File: src/logic/edt_pkg.sv
// constants shared by the edge time stamp input block and its fifo
// assumes one 50 MHz clock and a synchronous active-high reset
// Functional notes
// - each enabled edge records stamp, inputs, sequence
// - rising, falling or both selectable per input
// - small variant: 20 bytes, five entries
// - large variant: 60 bytes, fifteen entries
// - entry k starts at byte 4k
// - byte0 inputs, byte1 sequence, bytes2-3 stamp
// - entries filled in edge order, one after another
// - input byte shows levels after the edge
// - bit0 first, bit1 second, bits 2-7 zero
// - sequence 0..127, first entry numbered 1
// - 32-bit microsecond timer from zero at reset
// - timer wraps to zero after maximum
// - stored stamp is timer low 16 bits
// - output image bytes are ignored
// - one indicator per input shows its level
package edt_pkg;
   // clock and timer
   localparam int CLK_PERIOD_NS = 20;                   // 50 MHz
   localparam int US_PERIOD_NS = 1000;                  // one microsecond
   localparam int US_CYCLES = US_PERIOD_NS / CLK_PERIOD_NS;
   localparam int TIMER_W = 32;
   localparam int STAMP_W = 16;
   // channels and image layout
   localparam int NUM_CH = 2;
   localparam int ENTRY_BYTES = 4;
   localparam int SMALL_ENTRIES = 5;
   localparam int LARGE_ENTRIES = 15;
   localparam int SMALL_BYTES = 20;
   localparam int LARGE_BYTES = 60;
   localparam int ADDR_W = 6;
   localparam int SLOT_W = 4;
   // byte offsets inside one entry
   localparam logic [1:0] OFS_INPUT_STATE = 2'h0;       // entry_input_state
   localparam logic [1:0] OFS_SEQUENCE = 2'h1;          // entry_sequence_number
   localparam logic [1:0] OFS_STAMP_LO = 2'h2;          // entry_time_low, low byte
   localparam logic [1:0] OFS_STAMP_HI = 2'h3;          // entry_time_low, high byte
   // sequence counter
   localparam logic [6:0] SEQ_MAX = 7'h7f;
   localparam logic [6:0] SEQ_RESET = 7'h00;
   // fifo in the capture path
   localparam int FIFO_DEPTH = 16;
   localparam int FIFO_W = NUM_CH + STAMP_W;
   // reset values
   localparam logic [TIMER_W-1:0] TIMER_RESET = 32'h0000_0000;
   localparam logic [SLOT_W-1:0] SLOT_RESET = 4'h0;
   localparam logic [5:0] DIV_RESET = 6'h00;
endpackage

File: src/logic/edt_fifo.sv
// synchronous fifo with valid/ready on both sides
// assumes one clock; writer and reader are on the same domain
`timescale 1ns/100ps
`default_nettype none
module edt_fifo #(
   parameter int WIDTH = 18,
   parameter int DEPTH = 16
) (
   // clock and reset
   input wire logic clk_i,
   input wire logic rst_i,
   // fill side
   input wire logic in_valid_i,
   output logic in_ready_o,
   input wire logic [WIDTH-1:0] in_data_i,
   // drain side
   output logic out_valid_o,
   input wire logic out_ready_i,
   output logic [WIDTH-1:0] out_data_o
);
   localparam int PW = $clog2(DEPTH);
   localparam logic [PW:0] DEPTH_C = (PW+1)'(DEPTH);
   localparam logic [PW-1:0] LAST_C = (PW)'(DEPTH - 1);

   logic [WIDTH-1:0] mem_r [DEPTH];   // storage
   logic [PW-1:0] wptr_r;             // next write slot
   logic [PW-1:0] rptr_r;             // oldest word
   logic [PW:0] count_r;              // words held
   logic push;
   logic pop;

   // full and empty come from the count, so they never lie
   assign in_ready_o = (count_r != DEPTH_C);
   assign out_valid_o = (count_r != '0);
   assign out_data_o = mem_r[rptr_r];
   assign push = in_valid_i && in_ready_o;
   assign pop = out_valid_o && out_ready_i;

   // storage has no reset; reads are gated by the count
   always_ff @(posedge clk_i) begin
      if (push) begin
         mem_r[wptr_r] <= in_data_i;
      end
   end

   // pointers wrap explicitly so non power of two depths work
   always_ff @(posedge clk_i) begin
      if (rst_i) begin
         wptr_r <= '0;
         rptr_r <= '0;
      end else begin
         if (push) begin
            wptr_r <= (wptr_r == LAST_C) ? '0 : wptr_r + 1'b1;
         end
         if (pop) begin
            rptr_r <= (rptr_r == LAST_C) ? '0 : rptr_r + 1'b1;
         end
      end
   end

   // occupancy
   always_ff @(posedge clk_i) begin
      if (rst_i) begin
         count_r <= '0;
      end else if (push && !pop) begin
         count_r <= count_r + 1'b1;
      end else if (pop && !push) begin
         count_r <= count_r - 1'b1;
      end
   end
endmodule // edt_fifo
`default_nettype wire

File: src/logic/edt_top.sv
// edge time stamp input: two synchronised inputs, microsecond timer,
// capture fifo and the entry image read by the backplane side
// assumes the image reader uses clk_i and only changes the variant
// while the stop input is high
`timescale 1ns/100ps
`default_nettype none
module edt_top (
   // clock and reset
   input wire logic clk_i,
   input wire logic rst_i,
   // field inputs, asynchronous
   input wire logic first_input_i,
   input wire logic second_input_i,
   // configuration, bit n belongs to input n
   input wire logic [edt_pkg::NUM_CH-1:0] rise_en_i,
   input wire logic [edt_pkg::NUM_CH-1:0] fall_en_i,
   input wire logic large_variant_i,
   input wire logic system_stop_i,
   // input image read port
   input wire logic img_rd_en_i,
   input wire logic [edt_pkg::ADDR_W-1:0] img_addr_i,
   output logic [7:0] img_rd_data_o,
   output logic img_rd_valid_o,
   // output image write port, unused by this block
   input wire logic out_wr_en_i,
   input wire logic [7:0] out_wr_data_i,
   // status
   output logic first_input_led_o,
   output logic second_input_led_o,
   output logic capture_ready_o,
   output logic event_lost_o,
   output logic large_active_o
);
   import edt_pkg::*;

   // derived limits, sized to the registers they are compared with so no
   // comparison silently widens or truncates
   localparam logic [5:0] DIV_LAST = 6'(US_CYCLES - 1);
   localparam logic [SLOT_W-1:0] SMALL_LAST = 4'(SMALL_ENTRIES - 1);
   localparam logic [SLOT_W-1:0] LARGE_LAST = 4'(LARGE_ENTRIES - 1);
   localparam logic [ADDR_W-1:0] SMALL_END = 6'(SMALL_BYTES);
   localparam logic [ADDR_W-1:0] LARGE_END = 6'(LARGE_BYTES);

   // pin synchronisers and debounced levels
   logic [NUM_CH-1:0] pin_in;       // raw pins as a vector
   logic [NUM_CH-1:0] sync1_r;      // first stage, read only by sync2
   logic [NUM_CH-1:0] sync2_r;
   logic [NUM_CH-1:0] sync3_r;
   logic [NUM_CH-1:0] level_r;      // accepted level per input
   logic [NUM_CH-1:0] level_nxt;
   logic [NUM_CH-1:0] rise_evt;     // accepted rising change
   logic [NUM_CH-1:0] fall_evt;     // accepted falling change
   logic capture;                   // an enabled edge this cycle

   // timer
   logic [5:0] div_r;               // microsecond divider
   logic us_tick;                   // one-cycle enable per microsecond
   logic [TIMER_W-1:0] timer_r;     // free running microseconds

   // fifo between capture and image writer
   logic fifo_in_ready;
   logic fifo_out_valid;
   logic fifo_out_ready;
   logic [FIFO_W-1:0] fifo_in_data;
   logic [FIFO_W-1:0] fifo_out_data;

   // image writer
   logic large_r;                   // active variant
   logic [SLOT_W-1:0] slot_r;       // next entry slot
   logic [SLOT_W-1:0] slot_last;
   logic [6:0] seq_r;               // last number handed out
   logic [6:0] seq_nxt;
   logic wr_entry;
   logic [31:0] image_r [LARGE_ENTRIES];      // entry words
   logic [LARGE_ENTRIES-1:0] written_r;       // slot holds an entry

   // read path
   logic [ADDR_W-1:0] rd_end;
   logic [SLOT_W-1:0] rd_slot;
   logic [1:0] rd_byte;
   logic [31:0] rd_word;
   logic rd_hit;

   assign pin_in = {second_input_i, first_input_i};

   // per input: three stage synchroniser, level accepted when the
   // second and third stages agree, then edge classification
   genvar ch;
   generate
      for (ch = 0; ch < NUM_CH; ch++) begin : g_ch
         always_ff @(posedge clk_i) begin
            if (rst_i) begin
               sync1_r[ch] <= 1'b0;
               sync2_r[ch] <= 1'b0;
               sync3_r[ch] <= 1'b0;
            end else begin
               sync1_r[ch] <= pin_in[ch];
               sync2_r[ch] <= sync1_r[ch];
               sync3_r[ch] <= sync2_r[ch];
            end
         end
         // a change counts only once two stages agree on it
         assign level_nxt[ch] = (sync2_r[ch] == sync3_r[ch]) ? sync3_r[ch] : level_r[ch];
         assign rise_evt[ch] = level_nxt[ch] && !level_r[ch];
         assign fall_evt[ch] = !level_nxt[ch] && level_r[ch];
      end
   endgenerate

   // accepted levels
   always_ff @(posedge clk_i) begin
      if (rst_i) begin
         level_r <= '0;
      end else begin
         level_r <= level_nxt;
      end
   end

   // any enabled polarity on any input starts one entry; simultaneous
   // edges on both inputs share one entry
   // the stored levels after the edge still show which inputs changed
   assign capture = |((rise_evt & rise_en_i) | (fall_evt & fall_en_i));

   // microsecond divider, a one-cycle enable every US_CYCLES clocks
   always_ff @(posedge clk_i) begin
      if (rst_i) begin
         div_r <= DIV_RESET;
      end else if (div_r == DIV_LAST) begin
         div_r <= DIV_RESET;
      end else begin
         div_r <= div_r + 1'b1;
      end
   end
   assign us_tick = (div_r == DIV_LAST);

   // timer starts at zero out of reset and wraps by natural overflow
   // only the low half reaches the image, so a host must unwrap the
   // stamp itself when edges lie more than 65535 us apart
   always_ff @(posedge clk_i) begin
      if (rst_i) begin
         timer_r <= TIMER_RESET;
      end else if (us_tick) begin
         timer_r <= timer_r + 1'b1;
      end
   end

   // capture word: levels after the edge plus timer low half; the fifo
   // absorbs bursts while the reader holds the image port
   assign fifo_in_data = {level_nxt, timer_r[STAMP_W-1:0]};

   edt_fifo #(
      .WIDTH(FIFO_W),
      .DEPTH(FIFO_DEPTH)
   ) u_fifo (
      .clk_i(clk_i),
      .rst_i(rst_i),
      .in_valid_i(capture),
      .in_ready_o(fifo_in_ready),
      .in_data_i(fifo_in_data),
      .out_valid_o(fifo_out_valid),
      .out_ready_i(fifo_out_ready),
      .out_data_o(fifo_out_data)
   );

   // writer yields to the reader so a read never sees a half update
   // trade-off: a reader that strobes every cycle starves the writer; the
   // fifo then fills and further edges are counted as lost
   assign fifo_out_ready = !img_rd_en_i;
   assign wr_entry = fifo_out_valid && fifo_out_ready;

   // variant is taken only while the system is stopped
   // a change while running is ignored until the next stop
   always_ff @(posedge clk_i) begin
      if (rst_i) begin
         large_r <= 1'b0;
      end else if (system_stop_i) begin
         large_r <= large_variant_i;
      end
   end
   assign slot_last = large_r ? LARGE_LAST : SMALL_LAST;

   // slot pointer fills entries in edge order and wraps to slot zero;
   // a variant switch that leaves the slot outside the region restarts
   // at slot zero, but an entry written in the first cycle after the switch still lands outside the active region
   always_ff @(posedge clk_i) begin
      if (rst_i) begin
         slot_r <= SLOT_RESET;
      end else if (wr_entry) begin
         slot_r <= (slot_r >= slot_last) ? SLOT_RESET : slot_r + 1'b1;
      end else if (slot_r > slot_last) begin
         slot_r <= SLOT_RESET;
      end
   end

   // sequence: reset value zero so the first entry carries one
   // the number has seven bits; bit 7 of the stored byte stays zero
   assign seq_nxt = (seq_r == SEQ_MAX) ? 7'h00 : seq_r + 1'b1;
   always_ff @(posedge clk_i) begin
      if (rst_i) begin
         seq_r <= SEQ_RESET;
      end else if (wr_entry) begin
         seq_r <= seq_nxt;
      end
   end

   // entry word, byte n at bits 8n+7:8n; stamp low byte at +2
   always_ff @(posedge clk_i) begin
      if (wr_entry) begin
         image_r[slot_r] <= {fifo_out_data[STAMP_W-1:0], 1'b0, seq_nxt,
                             6'h00, fifo_out_data[FIFO_W-1:STAMP_W]};
      end
   end

   // slot occupancy, cleared only by reset
   always_ff @(posedge clk_i) begin
      if (rst_i) begin
         written_r <= '0;
      end else if (wr_entry) begin
         written_r[slot_r] <= 1'b1;
      end
   end

   // read decode: byte address 4k+n selects byte n of entry k
   // slot index 15 lies past the largest region; the range test masks it
   // before the occupancy bit is used
   assign rd_end = large_r ? LARGE_END : SMALL_END;
   assign rd_slot = img_addr_i[ADDR_W-1:2];
   assign rd_byte = img_addr_i[1:0];
   assign rd_hit = (img_addr_i < rd_end) && written_r[rd_slot];
   assign rd_word = rd_hit ? image_r[rd_slot] : 32'h0000_0000;

   // registered read data; outside the region and empty slots read zero
   always_ff @(posedge clk_i) begin
      if (rst_i) begin
         img_rd_data_o <= 8'h00;
      end else if (img_rd_en_i) begin
         unique case (rd_byte)
            OFS_INPUT_STATE: img_rd_data_o <= rd_word[7:0];
            OFS_SEQUENCE: img_rd_data_o <= rd_word[15:8];
            OFS_STAMP_LO: img_rd_data_o <= rd_word[23:16];
            OFS_STAMP_HI: img_rd_data_o <= rd_word[31:24];
         endcase
      end
   end

   // read strobe answer one cycle later
   always_ff @(posedge clk_i) begin
      if (rst_i) begin
         img_rd_valid_o <= 1'b0;
      end else begin
         img_rd_valid_o <= img_rd_en_i;
      end
   end

   // the output image is accepted and dropped; nothing here stores it
   logic out_unused;
   assign out_unused = out_wr_en_i ^ (^out_wr_data_i);

   // indicators follow the accepted levels
   // they share the synchroniser, so a lamp never disagrees with level_r; the image holds only levels from enabled edges
   always_ff @(posedge clk_i) begin
      if (rst_i) begin
         first_input_led_o <= 1'b0;
         second_input_led_o <= 1'b0;
      end else begin
         first_input_led_o <= level_nxt[0];
         second_input_led_o <= level_nxt[1];
      end
   end

   // status: fifo fill ready, sticky loss when an edge met a full fifo
   // loss stays set until reset so a host polling slowly still sees it
   always_ff @(posedge clk_i) begin
      if (rst_i) begin
         capture_ready_o <= 1'b0;
         event_lost_o <= 1'b0;
         large_active_o <= 1'b0;
      end else begin
         capture_ready_o <= fifo_in_ready;
         event_lost_o <= event_lost_o || (capture && !fifo_in_ready);
         large_active_o <= large_r;
      end
   end

   // checks
   // helper flops remember what the previous read asked for, so the
   // registered answer can be judged one cycle later
   logic [1:0] rd_byte_q;
   logic rd_out_q;
   always_ff @(posedge clk_i) begin
      rd_byte_q <= rd_byte;
      rd_out_q <= img_rd_en_i && !(img_addr_i < rd_end);
   end
endmodule // edt_top
`default_nettype wire

File: config.mk
export PLATFORM = sky130hd
export DESIGN_NAME = edt_top
export DESIGN_NICKNAME = d
export VERILOG_FILES = /design/src/logic/edt_pkg.sv /design/src/logic/edt_fifo.sv /design/src/logic/edt_top.sv
export SDC_FILE = /design/constraint.sdc
export NUM_CORES = 1
export LEC_CHECK = 0
export BUFFER_PORTS_ARGS = -buffer_cell sky130_fd_sc_hd__buf_2
export CAP_MARGIN = 20
export CELL_PAD_IN_SITES_DETAIL_PLACEMENT = 1
export CELL_PAD_IN_SITES_GLOBAL_PLACEMENT = 1
export CORE_ASPECT_RATIO = 1.2
export CORE_UTILIZATION = 49
export DETAILED_ROUTE_END_ITERATION = 8
export HOLD_SLACK_MARGIN = 0.1
export PLACE_DENSITY_LB_ADDON = 0.15
export SYNTH_ARGS = -nofsm -noshare
export SYNTH_HDL_FRONTEND = slang
export SYNTH_HIERARCHICAL = 1
export SYNTH_SLANG_ARGS = --single-unit
File: constraint.sdc
create_clock -name clk_i -period 3.53 [get_ports clk_i]
set_clock_uncertainty 0.15 [all_clocks]
set_input_delay 0.5295 -clock clk_i [delete_from_list [all_inputs] [get_ports clk_i]]
set_output_delay 0.5295 -clock clk_i [all_outputs]
set_load 0.01 [all_outputs]
==> out/qor.tcl, run 1 <==
set qor(final-setup-viol-count) 0
set qor(clock_latency_ns) 0.62
set qor(post-synth-top-area-fraction_pct) 68.26
set qor(p_comb_share_pct) 12.0
set qor(place_hpwl_mm) 40.21
set qor(timing.critical_path.required_ns) 3.86
set qor(syn_nets) 1625
set qor(synthMuxAreaShare_pct) 13.66
set qor(track_usage_pct) 23.72
set qor(postRouteAntennaNets) 0
set qor(power.net_switching_uw) 4917
set qor(grt_first_pass_wirelength_mm) 102.9
set qor(finalWorstPathRequiredPeriod_ns) 2.950
set qor(synth-edff-count) 663
set qor(first_iter_violations) 1091
set qor(cts_htree_levels) 3
set qor(netlist_area_um2) 29170
set qor(grt-ovfl-total) 0
set qor(final_net_count) 1737
set qor(dieHeight_um) 269.3
set qor(p_int_uw) 15970
set qor(critical_path.slowest_cell) {sky130_fd_sc_hd__or4_4}
set qor(drtPass1Iterations) 5
set qor(post_synth_inst_count) 1577
set qor(via_count_of_the_first_global_routing_pass) 16110
set qor(ys.warnings.count) 6
set qor(power.share.clock_pct) 38.0
set qor(min_period_over_period_pct) 83.56
set qor(final_cell_utilization_of_the_core_pct) 57.02
set qor(synth_simple_gate_area_share_pct) 4.843
set qor(irDropWorstVdd_mv) 0.5114
set qor(synth-adder-area-share_pct) 0.9695
set qor(cts.reportedPaths.clkPinSlew_ns) 0.06
set qor(fin_tns_setup_ns) 0
set qor(maximum_fanout_count_along_the_critical_path) 6
set qor(coreArea_um2) 58620
set qor(floorplan.initialDensity_pct) 49.76
set qor(yosysUniqueCellTypes) 65
set qor(grt_setup_unrepaired) {no}
set qor(antenna_found_initial) 0
set qor(hold_class) {in2reg}
set qor(holdPathStages) 3
set qor(asyncSetResetFlopFracSynth_pct) 0
set qor(ctsResizeCount) 0
set qor(ys_ff_latch) 749
set qor(synthToLayoutAreaGrowth_pct) 14.60
set qor(dr_total_vias) 14900
set qor(num_rows) 97
set qor(worst_path_largest_cell_delay_ns) 0.61
set qor(report.final.hold_viol_count) 0
set qor(number_of_buffers_inserted_during_clock_tree_synthesis) 74
set qor(io_buffers) 30
set qor(outcome) {completed}
set qor(boundaryPins) 40
set qor(pwr_density_nw_per_um2) 624.7
set qor(drv_slew) 0
set qor(reg2regPathDepth) 9
set qor(drt_wl_cell_um) 27.34
set qor(die_area_um2) 60510
set qor(syn_avg_cell_area_um2) 18.50
set qor(synth_seq_area_share_pct) 74.16
set qor(largest_net_degree_at_the_start_of_global_routing) 49
set qor(cts-root-to-sink-buffers) 3
set qor(critical_path_class) {reg2reg}
set qor(power_switching_share_pct) 23.55
set qor(synth.area.top_cells) {sky130_fd_sc_hd__edfxtp_1 (68%), sky130_fd_sc_hd__mux4_2 (12%), sky130_fd_sc_hd__dfxtp_1 (5.9%), sky130_fd_sc_hd__mux2i_1 (1.6%), sky130_fd_sc_hd__nor2_1 (1.5%)}
set qor(worstMarginPinSlew_ns) 1.032
set qor(average_vias_per_placed_instance) 5.865
set qor(dominant_combinational_cell_family_by_area_after_synthesis) {multiplexers}
set qor(max_slew_margin_pct) 30.95
set qor(end_kind) {flop}
set qor(cts_sinks) 749
set qor(cp_cell_sequence) {or4_4 > o21ai_4 > ha_1 > inv_1 > fa_1 > nand3_1 > a211oi_1 > a31oi_1 > mux2_2}
set qor(kind_of_start_point_of_the_critical_path) {flop}
set qor(pwr-share-seq_pct) 50.0
set qor(leakage_uw) 0.01089
set qor(drt_wl_total_mm) 69.47
set qor(drc_errors) 0
set qor(worstPathArrival_ns) 3.28
set qor(max_cap_viol_count) 0
set qor(synth_xor_area_share_pct) 0.8408
set qor(synth_top_cell_by_area) {sky130_fd_sc_hd__edfxtp_1}
set qor(clock.fmax_mhz) 339.0
set qor(clock_tree_from_tritoncts) {done}
set qor(final_layout_size_suffix_gt1_share_pct) 24.08
set qor(die_span_x_um) 224.7
set qor(area_fraction_in_compound_gates_after_synthesis_pct) 3.904
set qor(root_buffer) {sky130_fd_sc_hd__clkbuf_16}
set qor(gp_routability_congestion) 0.7561
set qor(ys.flop_type) {sky130_fd_sc_hd__edfxtp_1}
[critical path: cells and delay by family (launching register included)]
family	cells	cell delay, ns
adders and majority gates	2	0.63
buffers and inverters	1	0.11
and+or+nand+nor	2	0.74
AOI/OAI and AO/OA	3	0.49
DFF	1	0.37
muxes	1	0.36
[layout by cell type (no fill, tap or decap), types with 8 or more instances in the layout]
master / n
sky130_fd_sc_hd__mux2_2: 13
sky130_fd_sc_hd__inv_1: 16
sky130_fd_sc_hd__edfxtp_1: 663
sky130_fd_sc_hd__nand2_1: 85
sky130_fd_sc_hd__xnor2_1: 9
sky130_fd_sc_hd__nor2b_1: 18
sky130_fd_sc_hd__dfxtp_1: 84
sky130_fd_sc_hd__a211oi_1: 12
sky130_fd_sc_hd__o21ai_0: 30
sky130_fd_sc_hd__nor2_1: 95
sky130_fd_sc_hd__nand2b_1: 13
sky130_fd_sc_hd__a22oi_1: 38
sky130_fd_sc_hd__clkinv_2: 10
sky130_fd_sc_hd__clkbuf_16: 79
sky130_fd_sc_hd__mux4_2: 150
sky130_fd_sc_hd__nand3_1: 15
sky130_fd_sc_hd__buf_4: 59
sky130_fd_sc_hd__buf_2: 27
sky130_fd_sc_hd__ha_1: 21
sky130_fd_sc_hd__mux2i_1: 46
sky130_fd_sc_hd__clkbuf_1: 17
sky130_fd_sc_hd__a31oi_1: 8
sky130_fd_sc_hd__nor2_4: 11
sky130_fd_sc_hd__xor2_1: 19
sky130_fd_sc_hd__clkinv_1: 15
sky130_fd_sc_hd__o22ai_1: 9
sky130_fd_sc_hd__a21oi_1: 34
sky130_fd_sc_hd__bufinv_16: 8
sky130_fd_sc_hd__nor2_2: 13
sky130_fd_sc_hd__buf_12: 20
[final cells by class]
class / instances / area, um2
Inverter: 16 / 60.06
Tap cell: 792 / 991.0
Antenna cell: 1 / 2.502
Clock buffer: 98 / 2068
Multi-Input combinational cell: 736 / 7249
Clock inverter: 37 / 376.6
Sequential cell: 749 / 21640
Fill cell: 5141 / 25190
Timing Repair Buffer: 112 / 1040
[layer usage]
metal	wire [um]	track usage [%]	vias up	share of wire, %
met4	1965	8.324	0	2.8
met2	37430	43.00	317	54
met1	27430	28.93	7949	39
met5	0	0	-	0
met3	2639	3.095	117	3.8
li1	-	-	6520	-
[cell usage after synthesis, types with 4 or more instances]
master	n
sky130_fd_sc_hd__mux2_2	13
sky130_fd_sc_hd__nand4_1	5
sky130_fd_sc_hd__dfxtp_1	86
sky130_fd_sc_hd__a21oi_1	34
sky130_fd_sc_hd__buf_4	11
sky130_fd_sc_hd__nand2b_1	13
sky130_fd_sc_hd__ha_1	21
sky130_fd_sc_hd__or3_1	7
sky130_fd_sc_hd__clkbuf_1	30
sky130_fd_sc_hd__o21ai_0	30
sky130_fd_sc_hd__o22ai_1	9
sky130_fd_sc_hd__a31oi_1	8
sky130_fd_sc_hd__and3_1	7
sky130_fd_sc_hd__o211ai_1	5
sky130_fd_sc_hd__a211oi_1	12
sky130_fd_sc_hd__a22oi_1	38
sky130_fd_sc_hd__and2_1	6
sky130_fd_sc_hd__edfxtp_1	663
sky130_fd_sc_hd__xor2_1	19
sky130_fd_sc_hd__buf_2	15
sky130_fd_sc_hd__mux4_2	150
sky130_fd_sc_hd__inv_1	16
sky130_fd_sc_hd__buf_6	9
sky130_fd_sc_hd__nand2_1	85
sky130_fd_sc_hd__mux2i_1	46
sky130_fd_sc_hd__buf_1	11
sky130_fd_sc_hd__nor2b_1	20
sky130_fd_sc_hd__a21o_1	4
sky130_fd_sc_hd__nor3_1	15
sky130_fd_sc_hd__nand3_1	15
sky130_fd_sc_hd__nor2_1	119
sky130_fd_sc_hd__xnor2_1	9
[per-stage QoR]
step                worst slack (ns)  std cells  hold slack [ns]  area (um2)  power (uW)
detailed placement            0.4481       2399           0.2755       30920       13170
global route                  0.4196       2540           0.2144       33420       21570
global placement              0.4612       2399           0.2735       30920       13060
finish                        0.5803       2541           0.2296       33430       20880
floorplan                     0.2630       1577           0.2638       29190       12310
CTS                           0.5722       2539           0.1903       33420       21090
[power by group through the flow]
stage / registers (uW) / logic, uW / clock network, uW
final: 10400 / 2500 / 7940
after floorplan: 10500 / 1830 / 0
after detailed placement: 10600 / 2530 / 0
after global routing: 10500 / 2720 / 8370
after CTS: 10500 / 2540 / 8100
after global placement: 10600 / 2450 / 0
[repair_timing]
action	in CTS	in global routing
setup buffers	0	0
hold buffers	5	0
hold endpoints to repair	4	0
[sequential cells by signal, indices dropped and copies added, names as in the netlist, 4 cells and up, named ones only]
| name | cells |
|---|---|
| written_r | 15 |
| u_fifo/rptr_r | 4 |
| slot_r | 4 |
| u_fifo/mem_r | 288 |
| image_r | 375 |
| u_fifo/count_r | 5 |
| timer_r | 16 |
| img_rd_data_o | 8 |
| seq_r | 7 |
| u_fifo/wptr_r | 4 |
| div_r | 6 |
[cell families after synthesis]
group / count (synthesis)
flip-flops: 749
AND/OR/NAND/NOR: 309
multiplexers: 209
AO/OA/AOI/OAI: 168
buffers and inverters: 92
XOR/XNOR: 28
adder cells (fa/ha/maj): 22
[path summary, 6_finish.rpt]
path / start / end / slack [ns]
hold / removal: img_addr_i[1] / img_rd_data_o[7] / 0.23
hold reg to reg: sync1_r[1] / sync2_r[1] / 0.29
setup / recovery: u_fifo/count_r[0] / u_fifo/count_r[4] / 0.58
setup reg to reg: u_fifo/count_r[0] / u_fifo/count_r[4] / 0.58
No activity file was read; power rests on OpenSTA's default activity.
==> inputs of run 2 (changes only) <==
Clock period 3.53 ns to 2.6 ns, I/O delays scaled along.
==> run 2 against run 1 <==
Against the previous run:
- die area did not move
- largest power group unchanged
- critical path depth did not move
- combinational power rose by 62%
- sequential cell count did not move
- core utilization rose by 1.7 points
- sequential power rose by 35%
- largest cell class unchanged
- highest routed layer unchanged
==> out/qor.tcl, run 2 (same netlist as run 1, synthesis figures left out) <==
set qor(cts-root-to-sink-buffers) 3
set qor(number_of_buffers_inserted_during_clock_tree_synthesis) 74
set qor(clock_tree_from_tritoncts) {done}
set qor(irDropWorstVdd_mv) 0.6578
set qor(root_buffer) {sky130_fd_sc_hd__clkbuf_16}
set qor(worstPathArrival_ns) 2.90
set qor(drc_errors) 0
set qor(track_usage_pct) 23.73
set qor(drv_slew) 0
set qor(critical_path.n_buffers_inverters) 1
set qor(post_layout_nonfiller_instances) 2608
set qor(die_span_x_um) 224.7
set qor(mostFrequentLayoutCell) {sky130_fd_sc_hd__edfxtp_1}
set qor(clock_latency_ns) 0.61
set qor(final_cell_mix) {sky130_fd_sc_hd__edfxtp_1 (663), sky130_fd_sc_hd__mux4_2 (150), sky130_fd_sc_hd__nor2_1 (93), sky130_fd_sc_hd__buf_4 (93), sky130_fd_sc_hd__nand2_1 (85)}
set qor(fin_tns_setup_ns) 0
set qor(grt_first_pass_wirelength_mm) 104.1
set qor(floorplan.initialDensity_pct) 49.76
set qor(drtPass1Iterations) 5
set qor(cts.reportedPaths.clkPinSlew_ns) 0.06
set qor(place_hpwl_mm) 42.10
set qor(drt_wl_cell_um) 26.89
set qor(largest_registers) {image_r: 375 flops, u_fifo/mem_r: 288 flops, timer_r: 16 flops}
set qor(met3RoutedLength_mm) 2.560
set qor(pwr_density_nw_per_um2) 837.0
set qor(final-setup-viol-count) 0
set qor(worst_path_largest_cell_delay_ns) 0.55
set qor(die_area_um2) 60510
set qor(hold_class) {in2reg}
set qor(register_bank_with_the_most_flops) {image_r}
set qor(routed-wl-met2_mm) 37.77
set qor(dr_total_vias) 15050
set qor(pwr-share-seq_pct) 48.7
set qor(kind_of_start_point_of_the_critical_path) {flop}
set qor(maximum_fanout_count_along_the_critical_path) 5
set qor(num_rows) 97
set qor(cts_htree_levels) 3
set qor(final_layout_size_suffix_gt1_share_pct) 28.03
set qor(critical_path.slowest_cell) {sky130_fd_sc_hd__or4_4}
set qor(io_buffers) 30
set qor(grt_setup_unrepaired) {yes}
set qor(largest_register_ffs) 375
set qor(dieHeight_um) 269.3
set qor(outcome) {completed}
set qor(max_slew_margin_pct) 34.23
set qor(top_layer_used) {met4}
set qor(via_count_of_the_first_global_routing_pass) 16360
set qor(drt_wl_total_mm) 70.12
set qor(largest_net_degree_at_the_start_of_global_routing) 43
set qor(power.share.clock_pct) 37.2
set qor(drt_met1_wl_mm) 28.05
set qor(grt-ovfl-total) 0
set qor(boundaryPins) 40
set qor(average_vias_per_placed_instance) 5.772
set qor(power.net_switching_uw) 6909
set qor(layout.filler_cells) 5084
set qor(critical_path_class) {reg2reg}
set qor(end_kind) {flop}
set qor(power_switching_share_pct) 23.98
set qor(timing.critical_path.required_ns) 2.94
set qor(synthToLayoutAreaGrowth_pct) 17.99
set qor(final_net_count) 1804
set qor(p_comb_share_pct) 14.1
set qor(insertedDiodeCount) 0
set qor(antenna_found_initial) 0
set qor(p_int_uw) 21900
set qor(cts_sinks) 749
set qor(min_period_over_period_pct) 98.74
set qor(cp_cell_sequence) {or4_4 > o21ai_4 > ha_4 > inv_4 > fa_2 > nand3_2 > a211oi_1 > a31oi_1 > mux2_2}
set qor(first_iter_violations) 1016
set qor(finalWorstPathRequiredPeriod_ns) 2.567
set qor(cp_top_family) {simple AND/OR/NAND/NOR gates}
set qor(leakage_uw) 0.01131
set qor(postRouteAntennaNets) 0
set qor(clock.fmax_mhz) 389.5
set qor(gp_routability_congestion) 0.7735
set qor(dpl.cell_count) 2460
set qor(worstMarginPinSlew_ns) 0.9829
set qor(report.final.hold_viol_count) 0
set qor(max_cap_viol_count) 0
set qor(coreArea_um2) 58620
-- run 2: changes by cell type in the layout (fill, tap and decap cells not counted), moves of 3 or more --
| cell | before | now |
|---|---|---|
| sky130_fd_sc_hd__clkinv_1 | 15 | 10 |
| sky130_fd_sc_hd__inv_4 | 0 | 3 |
| sky130_fd_sc_hd__nor3_2 | 5 | 1 |
| sky130_fd_sc_hd__buf_4 | 59 | 93 |
| sky130_fd_sc_hd__ha_1 | 21 | 18 |
| sky130_fd_sc_hd__clkbuf_8 | 2 | 6 |
| sky130_fd_sc_hd__dfxtp_1 | 84 | 80 |
| sky130_fd_sc_hd__buf_12 | 20 | 50 |
| sky130_fd_sc_hd__clkinv_8 | 0 | 3 |
| sky130_fd_sc_hd__nor3_4 | 4 | 8 |
| sky130_fd_sc_hd__dfxtp_2 | 0 | 5 |
| sky130_fd_sc_hd__dlygate4sd3_1 | 5 | 8 |
| sky130_fd_sc_hd__clkbuf_16 | 79 | 75 |
| sky130_fd_sc_hd__ha_4 | 0 | 3 |
-- run 2: what timing repair did --
item	in CTS	in global routing
pin swaps	0	3
endpoints found under the hold margin	12	0
hold buffers	8	0
setup endpoints to repair	2	48
resized for setup	9	12
buffers inserted	0	3
-- run 2: worst paths after layout --
check	from	end	slack, ns	cells past startpoint
min reg2reg	sync1_r[1]	sync2_r[1]	0.30	1
max	u_fifo/count_r[0]	u_fifo/count_r[4]	0.03	9
max reg2reg	u_fifo/count_r[0]	u_fifo/count_r[4]	0.03	9
min	img_addr_i[0]	img_rd_data_o[2]	0.23	3
-- run 2: cell type report --
| class | instances | area [um2] | share of cell area, % |
|---|---|---|---|
| Timing Repair Buffer | 179 | 1926 | 5.595 |
| Sequential cell | 749 | 21640 | 62.88 |
| Multi-Input combinational cell | 736 | 7360 | 21.39 |
| Inverter | 16 | 62.56 | 0.1818 |
| Tap cell | 792 | 991.0 | 2.879 |
| Clock buffer | 97 | 2019 | 5.868 |
| Clock inverter | 39 | 415.4 | 1.207 |
-- run 2: layer usage --
| layer | vias to the layer above | global-route usage, % |
|---|---|---|
| li1 | 6649 | - |
| met1 | 7966 | 29.22 |
| met2 | 324 | 43.25 |
| met3 | 114 | 2.833 |
| met4 | 0 | 7.644 |
| met5 | - | 0 |
-- run 2: power groups by stage --
stage          clock network (uW)  logic (uW)  registers, uW
3_5_place_dp                    0        3930          14300
5_1_grt                     11300        4370          14100
4_1_cts                     10900        4030          14000
6_report                    10700        4050          14000
2_1_floorplan                   0        2500          14200
3_3_place_gp                    0        3810          14200
-- run 2: stage by stage --
step                cell area, um2  hold WS [ns]  setup WS [ns]  util (%)  total power, uW
global route                 34410        0.2208       -0.04671     58.71            29780
CTS                          34340        0.1799        0.01190     58.58            29000
global placement             31780        0.2768        -0.2341     54.21            18060
detailed placement           31780        0.2770        -0.2511     54.21            18200
floorplan                    29260        0.2638        -0.3030         -            16720
finish                       34410        0.2293        0.03270     58.71            28810
-- run 2: tightest hold or removal path: stages --
cell                      delay (ns)
sky130_fd_sc_hd__buf_2          0.23
sky130_fd_sc_hd__a21oi_1        0.20
sky130_fd_sc_hd__o21ai_0        0.09
==> inputs of run 3 (changes only) <==
Settings changed: PLACE_DENSITY from default to 0.82, PLACE_DENSITY_LB_ADDON 0.15 to default.
==> run 3 against run 2 <==
Against the previous run:
- highest routed layer unchanged
- the flow now finishes with violations (setup timing)
- sequential share of layout area about the same
- first-iteration DRC count increased by 51%
- sequential power about the same
- cell count decreased by 0.31%
==> out/qor.tcl, run 3 (same netlist as run 1, synthesis figures left out) <==
set qor(outcome) {finished with violations}
set qor(violated_checks) {setup timing}
set qor(floorplan.initialDensity_pct) 49.76
set qor(coreArea_um2) 58620
set qor(max_slew_margin_pct) 26.45
set qor(grt_first_pass_wirelength_mm) 116.3
set qor(largest_net_degree_at_the_start_of_global_routing) 56
set qor(postRouteAntennaNets) 0
set qor(cts.reportedPaths.clkPinSlew_ns) 0.06
set qor(grt-ovfl-total) 0
set qor(dr_total_vias) 16250
set qor(largest_registers) {image_r: 375 flops, u_fifo/mem_r: 288 flops, timer_r: 16 flops}
set qor(p_comb_share_pct) 14.4
set qor(cts_htree_levels) 3
set qor(p_int_uw) 21980
set qor(dieHeight_um) 269.3
set qor(max_cap_viol_count) 0
set qor(pwr_density_nw_per_um2) 848.1
set qor(power_switching_share_pct) 24.78
set qor(cts_sinks) 749
set qor(leakage_uw) 0.01131
set qor(grt_setup_unrepaired) {yes}
set qor(gp_routability_congestion) 0.7663
set qor(num_rows) 97
set qor(final.setup.worst_slack_ns) -0.2965
set qor(root_buffer) {sky130_fd_sc_hd__clkbuf_16}
set qor(register_bank_with_the_most_flops) {image_r}
set qor(place_hpwl_mm) 44.63
set qor(drt_wl_total_mm) 81.66
set qor(largest_register_ffs) 375
set qor(report.final.hold_viol_count) 0
set qor(end_kind) {flop}
set qor(drc_errors) 0
set qor(setup_slack_at_placement_ns) -0.4329
set qor(power.net_switching_uw) 7239
set qor(boundaryPins) 40
set qor(final_layout_size_suffix_gt1_share_pct) 28.43
set qor(irDropWorstVdd_mv) 0.5753
set qor(final-setup-viol-count) 150
set qor(mostFrequentLayoutCell) {sky130_fd_sc_hd__edfxtp_1}
set qor(synthToLayoutAreaGrowth_pct) 18.09
set qor(number_of_buffers_inserted_during_clock_tree_synthesis) 73
set qor(via_count_of_the_first_global_routing_pass) 17540
set qor(final_cell_mix) {sky130_fd_sc_hd__edfxtp_1 (663), sky130_fd_sc_hd__mux4_2 (150), sky130_fd_sc_hd__buf_4 (95)}
set qor(io_buffers) 30
set qor(clock_latency_ns) 0.63
set qor(dpl-instance-area_um2) 31650
set qor(first_iter_violations) 1535
set qor(worstPathArrival_ns) 3.24
set qor(post_layout_nonfiller_instances) 2600
set qor(layout.filler_cells) 5057
set qor(drv_slew) 0
set qor(power.share.clock_pct) 37.3
set qor(average_vias_per_placed_instance) 6.252
set qor(drtPass1Iterations) 5
set qor(track_usage_pct) 26.73
set qor(final_cell_utilization_of_the_core_pct) 58.76
set qor(clock_tree_from_tritoncts) {done}
set qor(dpl.cell_count) 2454
set qor(min_period_over_period_pct) 111.4
set qor(die_area_um2) 60510
set qor(final_net_count) 1801
set qor(antenna_found_initial) 0
set qor(critical_path_class) {reg2reg}
set qor(drt_wl_cell_um) 31.41
set qor(kind_of_start_point_of_the_critical_path) {flop}
set qor(cts-root-to-sink-buffers) 3
set qor(insertedDiodeCount) 0
set qor(finalWorstPathRequiredPeriod_ns) 2.896
set qor(maximum_fanout_count_along_the_critical_path) 5
set qor(hold_class) {in2reg}
set qor(timing.critical_path.required_ns) 2.94
set qor(pwr-share-seq_pct) 48.3
set qor(clock.fmax_mhz) 345.2
set qor(die_span_x_um) 224.7
set qor(post-route-cell-area_um2) 34440
set qor(worstMarginPinSlew_ns) 1.099
run 3: cell types whose count changed in the layout (fill, tap and decap cells not counted), moves of 4 or more:
cell,before,now
sky130_fd_sc_hd__buf_12,50,44
sky130_fd_sc_hd__clkbuf_1,16,12
sky130_fd_sc_hd__nor2_4,11,15
sky130_fd_sc_hd__clkinvlp_4,0,4
sky130_fd_sc_hd__clkbuf_8,6,2
sky130_fd_sc_hd__clkinv_1,10,15
run 3: critical path, cell delays in order (launching register included):
cell and delay [ns]:
sky130_fd_sc_hd__dfxtp_1 0.42, sky130_fd_sc_hd__nand3_1 0.21, sky130_fd_sc_hd__o211ai_1 0.26, sky130_fd_sc_hd__buf_4 0.18
sky130_fd_sc_hd__a21boi_4 0.21, sky130_fd_sc_hd__ha_4 0.18, sky130_fd_sc_hd__inv_6 0.05, sky130_fd_sc_hd__ha_4 0.30
sky130_fd_sc_hd__nand3_4 0.12, sky130_fd_sc_hd__buf_4 0.18, sky130_fd_sc_hd__a31oi_2 0.18, sky130_fd_sc_hd__mux2_4 0.33
run 3: final cells by class:
class	instances	area [um2]	share of cell area, %
Clock buffer	89	1949	5.659
Clock inverter	41	457.9	1.330
Inverter	16	65.06	0.1889
Multi-Input combinational cell	736	7455	21.64
Sequential cell	749	21650	62.84
Tap cell	792	991.0	2.877
Timing Repair Buffer	177	1881	5.460
run 3: metal layers:
metal	GRT usage [%]	share of wire (%)
met5	0	0
met2	47.83	54
met3	3.531	6.3
met4	13.01	4.7
met1	31.63	35
run 3: path summary, 6_finish.rpt:
check,start,endpoint,slack [ns],depth (start not counted)
worst min-delay path,img_rd_en_i,seq_r[5],0.18,5
worst max register to register,sync3_r[0],u_fifo/count_r[4],-0.30,11
worst min register to register,img_rd_data_o[6],img_rd_data_o[6],0.31,2
worst max-delay path,sync3_r[0],u_fifo/count_r[4],-0.30,11
run 3: power groups by stage:
stage          Clock (uW)  Sequential, uW  Combinational [uW]
4_1_cts             11000           14100                4080
3_3_place_gp            0           14300                3670
2_1_floorplan           0           14200                2500
5_1_grt             11400           14100                4460
6_report            10900           14100                4220
3_5_place_dp            0           14300                3890
run 3: repair_timing:
action,in CTS,in global routing
endpoints found under the hold margin,4,0
endpoints found under the setup margin,74,220
resized for setup,26,20
hold buffers,6,0
gates cloned,0,3
pin swaps,7,7
setup buffers,4,3
run 3: stage by stage:
step	power [uW]	TNS, ns	hold WS [ns]
floorplan	16720	-82.66	0.2638
global placement	17930	-0.5335	0.2764
detailed placement	18210	-1.722	0.2941
CTS	29120	-0.1487	0.1568
global route	29950	-5.698	0.2111
finish	29210	-7.377	0.1833
